## src/capture_pkg.sv

```systemverilog
package capture_pkg;

    // Register byte offsets on the APB.
    localparam logic [7:0] CAPT_ATTR_OFF  = 8'h00;
    localparam logic [7:0] VID_ATTR0_OFF  = 8'h04;
    localparam logic [7:0] IRQ_STATUS_OFF = 8'h10;
    localparam logic [7:0] IRQ_CLEAR_OFF  = 8'h14;
    localparam logic [7:0] IRQ_ENABLE_OFF = 8'h18;
    localparam logic [7:0] STATUS_OFF     = 8'h1C;
    localparam logic [7:0] PANEL_CTRL_OFF = 8'h20;

    // Field positions.
    localparam int CAPT_EN_BIT     = 0;
    localparam int CAPT_SEL_BIT    = 19;
    localparam int VID_EN_BIT      = 0;
    localparam int VID_ROUTE_BIT   = 1;
    localparam int PANEL_ON_BIT    = 0;
    localparam int IRQ_DONE_BIT    = 0;
    localparam int IRQ_SYNC_BIT    = 1;
    localparam int STAT_BUSY_BIT   = 3;
    localparam int STAT_CORR_BIT   = 4;
    localparam int STAT_COUNT_LSB  = 8;

    // Reset values and sizes.
    localparam logic [31:0] REG_RESET  = 32'h0000_0000;
    localparam int          IRQ_W      = 2;
    localparam int          NUM_PIPES  = 3;

    // Timing counts in pclk cycles.
    localparam int PASS_CYCLES  = 64;
    localparam int FRAME_CYCLES = 1024;

    typedef enum logic [1:0] {
        CAP_IDLE = 2'b01,
        CAP_RUN  = 2'b10
    } cap_state_t;

endpackage

```

## src/capture_pipe_ctrl.sv

```systemverilog
`timescale 1ns/1ns
// How it works
// - Capture runs memory-to-memory when select bit 19 set and a pipe feeds.
// - Pass completion clears the capture path enable bit 0 by hardware.
// - Pass completion leaves the feeding pipe's enable bit 0 untouched.
// - Stale pipe rerouted to live panel connects at once, unaligned to frame.
// - That unsynchronized join raises sync-lost; exactly one frame corrupts.
module capture_pipe_ctrl #(
    parameter int unsigned PASS_CYCLES  = capture_pkg::PASS_CYCLES,
    parameter int unsigned FRAME_CYCLES = capture_pkg::FRAME_CYCLES
) (
    // Clock and reset
    input  wire logic                          pclk,
    input  wire logic                          presetn,
    // APB slave
    input  wire logic                          psel,
    input  wire logic                          penable,
    input  wire logic                          pwrite,
    input  wire logic [7:0]                    paddr,
    input  wire logic [31:0]                   pwdata,
    output logic                               pready,
    output logic [31:0]                        prdata,
    output logic                               pslverr,
    // Interrupt
    output logic                               irq,
    // Panel and capture output state
    output logic [capture_pkg::NUM_PIPES-1:0]  panel_live,
    output logic                               frame_corrupt,
    output logic                               capture_busy
);
    import capture_pkg::*;

    localparam logic [15:0] PASS_LAST = 16'(PASS_CYCLES - 1);

    cap_state_t           cap_state;
    cap_state_t           next_cap_state;
    logic [15:0]          pass_count;
    logic [15:0]          next_pass_count;
    logic                 capt_en;
    logic                 next_capt_en;
    logic                 capt_sel;
    logic                 next_capt_sel;
    logic [NUM_PIPES-1:0] vid_en;
    logic [NUM_PIPES-1:0] next_vid_en;
    logic [NUM_PIPES-1:0] vid_route;
    logic [NUM_PIPES-1:0] next_vid_route;
    logic [NUM_PIPES-1:0] stale;
    logic [NUM_PIPES-1:0] next_stale;
    logic [NUM_PIPES-1:0] next_panel_live;
    logic [IRQ_W-1:0]     irq_status;
    logic [IRQ_W-1:0]     next_irq_status;
    logic [IRQ_W-1:0]     irq_enable;
    logic [IRQ_W-1:0]     next_irq_enable;
    logic                 next_irq;
    logic                 panel_on;
    logic                 next_panel_on;
    logic [7:0]           corrupt_count;
    logic [7:0]           next_corrupt_count;
    logic                 next_frame_corrupt;
    logic                 next_capture_busy;
    logic                 next_pready;
    logic [31:0]          next_prdata;
    logic                 next_pslverr;
    logic                 frame_start;
    logic                 access;
    logic                 wr;
    logic                 feed;
    logic                 pass_done;
    logic                 unsync;
    logic [IRQ_W-1:0]     events;

    panel_frame_timer #(
        .FRAME_CYCLES (FRAME_CYCLES)
    ) u_timer (
        .pclk        (pclk),
        .presetn     (presetn),
        .panel_on    (panel_on),
        .frame_start (frame_start)
    );

    // Offset of the attribute word of one video layer.
    function automatic logic [7:0] vid_off(input int idx);
        vid_off = 8'(VID_ATTR0_OFF + 8'(4 * idx));
    endfunction

    // A layer is aimed at the panel when enabled and not routed to capture.
    function automatic logic to_panel(input logic en, input logic route);
        to_panel = en & ~route;
    endfunction

    assign access    = psel & penable & ~pready;
    assign wr        = psel & penable & pready & pwrite;
    assign feed      = |(vid_en & vid_route);
    assign pass_done = (cap_state == CAP_RUN) && (pass_count == PASS_LAST);

    // APB answer: pready rises one cycle into the access phase, so every
    // access takes exactly two cycles and writes commit with pready high.
    always_comb begin
        next_pready  = access;
        next_prdata  = 32'h0000_0000;
        next_pslverr = 1'b0;
        if (access) begin
            next_pslverr = 1'b1;
            if (paddr == CAPT_ATTR_OFF) begin
                next_prdata[CAPT_EN_BIT]  = capt_en;
                next_prdata[CAPT_SEL_BIT] = capt_sel;
                next_pslverr              = 1'b0;
            end
            for (int i = 0; i < NUM_PIPES; i++) begin
                if (paddr == vid_off(i)) begin
                    next_prdata[VID_EN_BIT]    = vid_en[i];
                    next_prdata[VID_ROUTE_BIT] = vid_route[i];
                    next_pslverr               = 1'b0;
                end
            end
            if (paddr == IRQ_STATUS_OFF) begin
                next_prdata[IRQ_W-1:0] = irq_status;
                next_pslverr           = 1'b0;
            end
            if (paddr == IRQ_CLEAR_OFF) begin
                next_pslverr = 1'b0;
            end
            if (paddr == IRQ_ENABLE_OFF) begin
                next_prdata[IRQ_W-1:0] = irq_enable;
                next_pslverr           = 1'b0;
            end
            if (paddr == STATUS_OFF) begin
                next_prdata[NUM_PIPES-1:0] = panel_live;
                next_prdata[STAT_BUSY_BIT] = capture_busy;
                next_prdata[STAT_CORR_BIT] = frame_corrupt;
                next_prdata[STAT_COUNT_LSB +: 8] = corrupt_count;
                next_pslverr = 1'b0;
            end
            if (paddr == PANEL_CTRL_OFF) begin
                next_prdata[PANEL_ON_BIT] = panel_on;
                next_pslverr              = 1'b0;
            end
        end
    end

    always_comb begin
        next_cap_state     = cap_state;
        next_pass_count    = pass_count;
        next_capt_en       = capt_en;
        next_capt_sel      = capt_sel;
        next_vid_en        = vid_en;
        next_vid_route     = vid_route;
        next_stale         = stale;
        next_panel_on      = panel_on;
        next_irq_enable    = irq_enable;
        next_corrupt_count = corrupt_count;
        next_frame_corrupt = frame_corrupt;
        unsync             = 1'b0;
        events             = '0;
        unique case (cap_state)
            CAP_IDLE: begin
                if (capt_en && capt_sel && feed) begin
                    next_cap_state  = CAP_RUN;
                    next_pass_count = 16'h0000;
                end
            end
            CAP_RUN: begin
                next_pass_count = pass_count + 16'h0001;
                if (pass_done) begin
                    next_cap_state = CAP_IDLE;
                    // The feeding layer keeps its enable and is now stale.
                    next_capt_en = 1'b0;
                    events[IRQ_DONE_BIT] = 1'b1;
                end else if (!capt_en) begin
                    next_cap_state = CAP_IDLE;
                end
            end
        endcase
        if (wr && paddr == CAPT_ATTR_OFF) begin
            next_capt_en  = pwdata[CAPT_EN_BIT];
            next_capt_sel = pwdata[CAPT_SEL_BIT];
            // Clearing capture enable flushes only layers already disabled.
            if (capt_en && !pwdata[CAPT_EN_BIT]) begin
                next_stale = stale & vid_en;
            end
        end
        if (pass_done) begin
            next_stale = next_stale | (vid_en & vid_route);
        end
        if (wr && paddr == PANEL_CTRL_OFF) begin
            next_panel_on = pwdata[PANEL_ON_BIT];
        end
        if (wr && paddr == IRQ_ENABLE_OFF) begin
            next_irq_enable = pwdata[IRQ_W-1:0];
        end
        for (int i = 0; i < NUM_PIPES; i++) begin
            if (wr && paddr == vid_off(i)) begin
                // Route and settings may change freely while disabled.
                next_vid_en[i]    = pwdata[VID_EN_BIT];
                next_vid_route[i] = pwdata[VID_ROUTE_BIT];
                if (stale[i] && panel_on &&
                    to_panel(pwdata[VID_EN_BIT], pwdata[VID_ROUTE_BIT])) begin
                    unsync        = 1'b1;
                    next_stale[i] = 1'b0;
                end
            end
        end
        if (frame_start) begin
            next_frame_corrupt = 1'b0;
        end
        if (unsync) begin
            next_frame_corrupt   = 1'b1;
            next_corrupt_count   = corrupt_count + 8'h01;
            events[IRQ_SYNC_BIT] = 1'b1;
        end
    end

    // Panel connections: a clean layer waits for the frame start, a stale
    // one forced onto the live panel connects in mid-frame.
    always_comb begin
        next_panel_live = panel_live;
        for (int i = 0; i < NUM_PIPES; i++) begin
            if (!panel_on ||
                !to_panel(next_vid_en[i], next_vid_route[i])) begin
                next_panel_live[i] = 1'b0;
            end else if (unsync && wr && paddr == vid_off(i)) begin
                next_panel_live[i] = 1'b1;
            end else if (frame_start && !stale[i]) begin
                next_panel_live[i] = 1'b1;
            end
        end
        next_capture_busy = (next_cap_state == CAP_RUN);
    end

    // A new event wins over a clear written in the same cycle.
    always_comb begin
        next_irq_status = irq_status;
        if (wr && paddr == IRQ_CLEAR_OFF) begin
            next_irq_status = irq_status & ~pwdata[IRQ_W-1:0];
        end
        next_irq_status = next_irq_status | events;
        next_irq        = |(next_irq_status & next_irq_enable);
    end

    always_ff @(posedge pclk or negedge presetn) begin
        if (!presetn) begin
            cap_state     <= CAP_IDLE;
            pass_count    <= 16'h0000;
            capt_en       <= REG_RESET[CAPT_EN_BIT];
            capt_sel      <= REG_RESET[CAPT_SEL_BIT];
            vid_en        <= '0;
            vid_route     <= '0;
            stale         <= '0;
            panel_on      <= REG_RESET[PANEL_ON_BIT];
            irq_status    <= '0;
            irq_enable    <= '0;
            irq           <= 1'b0;
            corrupt_count <= 8'h00;
            frame_corrupt <= 1'b0;
            panel_live    <= '0;
            capture_busy  <= 1'b0;
            pready        <= 1'b0;
            prdata        <= 32'h0000_0000;
            pslverr       <= 1'b0;
        end else begin
            cap_state     <= next_cap_state;
            pass_count    <= next_pass_count;
            capt_en       <= next_capt_en;
            capt_sel      <= next_capt_sel;
            vid_en        <= next_vid_en;
            vid_route     <= next_vid_route;
            stale         <= next_stale;
            panel_on      <= next_panel_on;
            irq_status    <= next_irq_status;
            irq_enable    <= next_irq_enable;
            irq           <= next_irq;
            corrupt_count <= next_corrupt_count;
            frame_corrupt <= next_frame_corrupt;
            panel_live    <= next_panel_live;
            capture_busy  <= next_capture_busy;
            pready        <= next_pready;
            prdata        <= next_prdata;
            pslverr       <= next_pslverr;
        end
    end

    a_pass_start: assert property (
        @(posedge pclk) disable iff (!presetn)
        cap_state == CAP_IDLE && capt_en && capt_sel && feed
        |=> cap_state == CAP_RUN && pass_count == 16'h0000)
        else $error("pass did not start");

    a_no_select_idle: assert property (
        @(posedge pclk) disable iff (!presetn)
        cap_state == CAP_IDLE && !capt_sel |=> cap_state == CAP_IDLE)
        else $error("pass started without select");

    a_done_clears_en: assert property (
        @(posedge pclk) disable iff (!presetn)
        pass_done && !(wr && paddr == CAPT_ATTR_OFF)
        |=> !capt_en && irq_status[IRQ_DONE_BIT])
        else $error("capture enable not cleared at done");

    a_pipe_kept_en: assert property (
        @(posedge pclk) disable iff (!presetn)
        pass_done && !wr |=> vid_en == $past(vid_en) && (stale != '0))
        else $error("layer enable changed at done");

    a_unsync_join: assert property (
        @(posedge pclk) disable iff (!presetn)
        unsync |=> (panel_live & ~$past(panel_live)) != '0)
        else $error("unsynchronized join did not connect");

    a_join_aligned: assert property (
        @(posedge pclk) disable iff (!presetn)
        !frame_start && !unsync |=> (panel_live & ~$past(panel_live)) == '0)
        else $error("layer joined outside frame start");

    a_sync_lost_irq: assert property (
        @(posedge pclk) disable iff (!presetn)
        unsync |=> irq_status[IRQ_SYNC_BIT] && frame_corrupt
                   && corrupt_count == $past(corrupt_count) + 8'h01)
        else $error("sync lost not reported");

    a_one_frame: assert property (
        @(posedge pclk) disable iff (!presetn)
        frame_corrupt && frame_start && !unsync |=> !frame_corrupt)
        else $error("corruption outlasted one frame");

    a_apb_two_cycle: assert property (@(posedge pclk) disable iff (!presetn)
        access |=> pready ##1 !pready)
        else $error("apb answer timing wrong");

endmodule

```

## src/panel_frame_timer.sv

```systemverilog
`timescale 1ns/1ns
module panel_frame_timer #(
    parameter int unsigned FRAME_CYCLES = capture_pkg::FRAME_CYCLES
) (
    // Clock and reset
    input  wire logic pclk,
    input  wire logic presetn,
    // Panel control and timing
    input  wire logic panel_on,
    output logic      frame_start
);
    import capture_pkg::*;

    localparam logic [31:0] FRAME_LAST = 32'(FRAME_CYCLES - 1);

    logic [31:0] count;
    logic [31:0] next_count;
    logic        next_frame_start;

    // The counter restarts whenever the panel is off, so the first frame
    // start comes one whole frame after the panel is switched on.
    always_comb begin
        next_count       = count;
        next_frame_start = 1'b0;
        if (!panel_on) begin
            next_count = 32'h0000_0000;
        end else if (count == FRAME_LAST) begin
            next_count       = 32'h0000_0000;
            next_frame_start = 1'b1;
        end else begin
            next_count = count + 32'h0000_0001;
        end
    end

    always_ff @(posedge pclk or negedge presetn) begin
        if (!presetn) begin
            count       <= 32'h0000_0000;
            frame_start <= 1'b0;
        end else begin
            count       <= next_count;
            frame_start <= next_frame_start;
        end
    end

endmodule

```

## config.mk

```make
export PLATFORM = sky130hd
export DESIGN_NAME = capture_pipe_ctrl
export DESIGN_NICKNAME = d
export VERILOG_FILES = /design/src/capture_pkg.sv /design/src/capture_pipe_ctrl.sv /design/src/panel_frame_timer.sv
export SDC_FILE = /design/constraint.sdc
export NUM_CORES = 1
export LEC_CHECK = 0
export ABC_AREA = 1
export BUFFER_PORTS_ARGS = -buffer_cell sky130_fd_sc_hd__buf_2
export CELL_PAD_IN_SITES_DETAIL_PLACEMENT = 2
export CELL_PAD_IN_SITES_GLOBAL_PLACEMENT = 2
export CORE_MARGIN = 5
export CORE_UTILIZATION = 30
export CTS_BUF_LIST = sky130_fd_sc_hd__clkbuf_16
export CTS_CLUSTER_SIZE = 12
export DETAILED_ROUTE_END_ITERATION = 16
export PLACE_DENSITY = 0.84
export SLEW_MARGIN = 20
export SYNTH_ARGS = -nofsm -noshare
export SYNTH_HDL_FRONTEND = slang
export SYNTH_SLANG_ARGS = --single-unit
```

## constraint.sdc

```tcl
create_clock -name pclk -period 1.9 [get_ports pclk]
set_clock_uncertainty 0.2 [all_clocks]
set_input_delay 0.19 -clock pclk [delete_from_list [all_inputs] [get_ports pclk]]
set_output_delay 0.19 -clock pclk [all_outputs]
set_load 0.1 [all_outputs]
```

=== After elaboration in Yosys (flattened, before gate mapping) ===
Cells that the tools add are included.
Widths: inputs -> output; s select.

* $add $sub $neg: 3
* Eq/ne operators: 14
* Mux-type cells: 73
* Bitwise operators: 20
* Reduce and logical (&&, ||, !) cells: 45

{| class="wikitable"
|+ Operators with widths
! operator !! count
|-
| $mux 32 || 2
|-
| $mux 1 || 51
|-
| $add 32x1->32 const B || 1
|-
| $eq 32x10->1 const B || 1
|-
| $eq 8x5->1 const B || 4
|-
| $pmux 16 s2 || 1
|-
| $logic_and 1x1->1 || 24
|-
| $mux 2 || 10
|-
| $add 16x1->16 const B || 1
|-
| $eq 16x6->1 const B || 1
|-
| $eq 8x4->1 const B || 2
|-
| $mux 16 || 1
|-
| $mux 8 || 2
|-
| $mux 5 || 2
|-
| $mux 3 || 3
|-
| $reduce_bool 3->1 || 3
|-
| $add 8x1->8 const B || 1
|-
| $and 1x1->1 || 8
|-
| $eq 8x3->1 const B || 1
|-
| $eq 8x6->1 const B || 1
|-
| $logic_not 1->1 || 8
|-
| $logic_not 8->1 || 1
|-
| $and 3x3->3 || 2
|-
| $reduce_bool 2->1 || 3
|-
| other kinds (13) || 21
|}

* Register bits after elaboration: 97
* Bits of input ports: 45
* Output and inout port bits: 40
* Logic and storage cells: 177

=== Depth between registers and ports, before layout ===
* Depth in word-level cells: 13
* Depth in mapped cells: 10

=== Cells and area by module ===
A second synthesis with hierarchy kept.

* Cells, all modules: 727
* Area total of the unflattened synthesis: 5532.8 µm²

{| class="wikitable"
|+ By module, submodules not included
! module !! instances !! cells each !! area an instance (µm²)
|-
| capture_pipe_ctrl || 1 || 410 || 3420.8
|-
| panel_frame_timer || 1 || 317 || 2112.0
|}

=== Worst setup path after synthesis ===
Ideal clock, no wire load.

* Kind: register to register
* From: register pready
* To: register corrupt_count[0]
* Library setup time: 0.117 ns
* Arrival: 1.897 ns
* Slack: -0.313 ns
* Cell stages (with the launch flop): 9
* Period minus slack after synthesis: 2.213 ns
* Path through: dfrtp_1 > nand2_1 > nor2_2 > buf_4 > nand4_2 > nand3_2 > buf_6 > xor2_2 > inv_1

* Word-level cells in the longest chain between the ends: 8

{| class="wikitable"
|+ RTL lines
! item !! RTL line !! RTL
|-
| from (decl) || capture_pipe_ctrl.sv:21 || <nowiki>output logic pready,</nowiki>
|-
| from (signal assigned) || capture_pipe_ctrl.sv:276 || <nowiki>pready <= next_pready;</nowiki>
|-
| $and 1x1->1 (*) (2 in series) || capture_pipe_ctrl.sv:92 || <nowiki>assign wr = psel & penable & pready & pwrite;</nowiki>
|-
| $logic_and 1x1->1 || capture_pipe_ctrl.sv:192 || <nowiki>if (wr && paddr == vid_off(i)) begin</nowiki>
|-
| $mux 1 || capture_pipe_ctrl.sv:192 ||
|-
| $mux 1 || capture_pipe_ctrl.sv:196 || <nowiki>if (stale[i] && panel_on &&</nowiki>
|-
| $mux 1 || capture_pipe_ctrl.sv:192 ||
|-
| $mux 1 || capture_pipe_ctrl.sv:196 ||
|-
| $mux 1 (*) || capture_pipe_ctrl.sv:192 ||
|-
| to (signal assigned) || capture_pipe_ctrl.sv:272 || <nowiki>corrupt_count <= next_corrupt_count;</nowiki>
|-
| to (decl) || capture_pipe_ctrl.sv:57 || <nowiki>logic [7:0] corrupt_count;</nowiki>
|}

Every way passes the cells marked *; elsewhere a longest branch is shown, timed or not.
A chain may end at the register's enable or synchronous reset.

=== Final worst setup path ===
* From: register pready
* To: register corrupt_count[6]

The elaborated chain is that of the path after synthesis.

==> reports/qor.yml <==
placed_design:
  dp_cells: 941
  routabilityCongestion: 0.821
  port_buffers: 37
  hpwl_mm: 12.7
yosys:
  syn-cell-area_um2: 5370
  ys_types: 46
  synth_edf_count: 0
  synth.yosys.seq_area_share_pct: 45.2
  ys_warn_count: 0
  synthArstFlopShare_pct: 100
  postSynthCellCount: 663
  ys_ff_latch: 97
  avgSynthCellArea_um2: 8.10
  yosys_most_used_dff: "dfrtp_1"
worst_setup_path:
  r2r-start: "pready"
  cp_slowest_cell: "dfrtp_4"
  rrSetupSlack_ns: 0.09
  arrival_ns: 1.84
  cp_data_required_time_ns: 1.93
  reg2reg_depth: 9
  critPathTopFamily: "simple AND/OR/NAND/NOR gates"
  path_buf_inv: 2
  startpoint_type: "flop"
  critical_path_class: "reg2reg"
  crit_top_cell: "nand2_1"
  cp_cell_sequence: "nand2_1 > nor2_4 > buf_12 > nand4_2 > nand3_4 > buf_12 > nand3_1 > nand2_1 > nand2_1"
  endpoint_kind: "flop"
  path_max_fanout: 11
  worstReg2RegEnd: "corrupt_count[6]"
  cpPeakStageDelay_ns: 0.42
floorplanning:
  rows: 49
  start_util_pct: 30.2
  num_io_pins: 85
  die_x_um: 144
  core-area_um2: 17800
  dieArea_um2: 20700
  fp.dieH_um: 144
final_layout:
  layout-drive-gt1-share_pct: 21.0
  post-route-util_pct: 35.9
  fin_nets: 780
  area_growth_pct: 18.7
  stdcell_count: 966
  insertedDiodeCount: 0
pwr:
  p_leak_nw: 2.76
  p_int_mw: 3.02
  p_sw_share_pct: 27.8
  power_frac_clock_pct: 42.7
  switchingPower_mw: 1.16
  power_density_nw_per_um2: 655
  seq_power_share_pct: 49.6
  ir_worst_vdd_mv: 0.421
  pwr-share-comb_pct: 7.7
global_route:
  antenna_found_initial: 0
  grt_pass1_wl_mm: 27.9
  grt_start_max_net_pins: 63
  grtUsageTotal_pct: 17.2
  gr-total-overflow: 0
  grt_pass1_vias: 5345
run_status:
  status: "completed"
clock_network:
  cts_buffers: 9
  root_buffer: "clkbuf_16"
  cts_buffer_depth: 2
  cts.sinks: 97
  htree_levels: 3
  path_clk_slew_ns: 0.07
  insertion_delay_ns: 0.36
  cts_tree: "built"
drt:
  detail_route.wl_per_cell_um: 17.8
  dr_total_vias: 4728
  drt_wl_total_mm: 17.2
  drtPass1Iterations: 4
  drc: 0
  first_iter_violations: 156
  drtAntennaViolNets: 0
  vias_per_cell: 4.89
worst_hold_path:
  hold_class: "in2reg"
  hp-start: "pwdata[1]"
  holdPathEnd: "irq_status[1]"
  hold_depth: 4
timing:
  worst_pin_slew_ns: 0.533
  drv_slew: 0
  rsz0062_at_grt: "yes"
  fin_hold_ws_ns: 0.0876
  finalCritPeriodShare_pct: 95.4
  max-slew-margin-rel_pct: 64.7
  hold_viol_final: 0
  fin_crit_ns: 1.81
  finalSetupViolCount: 0
  fin_setup_tns_ns: 0
  max_freq_mhz: 552
flow_run:
  cap_violations: 0
## Yosys cell counts, types with 2 or more instances
cell / number / area, um2
nor3b_1: 2 / 15.0
xor2_1: 25 / 219
nor2_4: 5 / 56.3
nand2_1: 115 / 432
nand2_2: 7 / 43.8
o21ai_2: 4 / 35.0
nor2_2: 10 / 62.6
a21oi_1: 14 / 70.1
nand3b_1: 2 / 15.0
inv_1: 79 / 297
o21a_1: 3 / 22.5
nand3_1: 39 / 195
buf_2: 4 / 20.0
o21ai_0: 21 / 105
nand4_1: 17 / 106
clkbuf_1: 2 / 7.51
nand3_2: 6 / 60.1
inv_2: 8 / 30.0
a31oi_1: 2 / 12.5
nor3_1: 30 / 150
o22ai_1: 2 / 12.5
nor3b_2: 2 / 25.0
ha_1: 3 / 37.5
nor4_1: 6 / 37.5
nor2_1: 92 / 345
dfrtp_1: 96 / 2400
xnor2_1: 7 / 61.3
buf_4: 20 / 150
nor3_2: 13 / 130
o21ai_1: 11 / 55.1
## worst reg2reg max path, delay by kind of cell, from the launching register on
family	cells	cell delay, ns
buffers and inverters	2	0.28
flip-flops	1	0.42
AND/OR/NAND/NOR	7	0.78
## flip-flops by register name, summed over array words and instances (netlist names)
register	cells
u_timer.frame_start	1
vid_en	3
pslverr	1
capt_sel	1
irq_enable	2
pass_count	16
pready	1
prdata	14
panel_on	1
cap_state	2
stale	3
frame_corrupt	1
corrupt_count	8
panel_live	3
u_timer.count	32
vid_route	3
irq	1
capt_en	1
irq_status	2
capture_busy	1
## kinds of logic after synthesis
logic type               synth area share, %
AND/OR/NAND/NOR                         32.1
buffers and inverters                   9.74
flip-flops                              45.2
AO/OA/AOI/OAI                           6.48
XOR/XNOR                                5.52
adder cells (fa/ha/maj)                0.699
other                                 0.0698
multiplexers                           0.210
## final cells by class
type                       instances  area (um2)
sequential                        97        2430
clock inverter                     7        53.8
fill                            2055       11400
inverter                          88         330
timing repair buffer              69         488
clock buffer                       9         225
tap                              229         287
multi-input combinational        467        2560
## power groups by stage
stage	logic, mW	registers [mW]	clock network, mW
floorplan	0.220	2.13	0
global placement	0.312	2.11	0
detailed placement	0.316	2.11	0
CTS	0.324	2.07	1.84
global route	0.343	2.07	1.93
finish	0.322	2.07	1.78
## routing by layer
metal,track usage (%),up-vias,wire length [um]
li1,-,2237,-
met1,22.9,2399,8010
met2,28.8,71,8500
met3,2.26,21,387
met4,6.10,0,307
met5,0,-,0
## per-stage QoR
stage               instance area, um2  total power [mW]  setup WS, ns
detailed placement                5940              2.43        0.0425
floorplan                         5440              2.35        0.0679
CTS                               6260              4.23        0.0146
global route                      6370              4.34       -0.0321
global placement                  5940              2.42         0.138
finish                            6370              4.18        0.0875
## repair_timing
item / CTS / global route
hold buffers: 4 / 0
setup endpoints to repair: 0 / 21
hold endpoints to repair: 101 / 0
resized for setup: 0 / 20
setup buffers: 0 / 5
## worst max path at each step
stage                     startpoint                end  slack, ns  cells past startpoint
global placement    u_timer.count[0]  u_timer.count[26]       0.14                      9
finish                        pready   corrupt_count[6]       0.09                      9
detailed placement  u_timer.count[1]  u_timer.count[26]       0.04                      9
CTS                    pass_count[0]           stale[1]       0.01                      9
floorplan                     pready   corrupt_count[0]       0.07                      8
global route        u_timer.count[0]  u_timer.count[26]      -0.03                      9
## layout by cell type (no fill, tap or decap), types with 6 or more instances in the layout
cell and n:
nand2_2 8, nor4_1 6, nand2_1 113, xor2_1 25, nand3_1 38, nor2_4 9
nand4_1 17, nor3_2 14, nor2_1 89, buf_4 25, inv_1 78, nor2_2 9
conb_1 18, buf_2 36, dfrtp_1 94, nor3_1 28, a21oi_1 13, clkbuf_16 9
nand3_2 6, xnor2_1 7, o21ai_0 21, inv_2 9, o21ai_1 11
(Power assumes the default switching activity.)
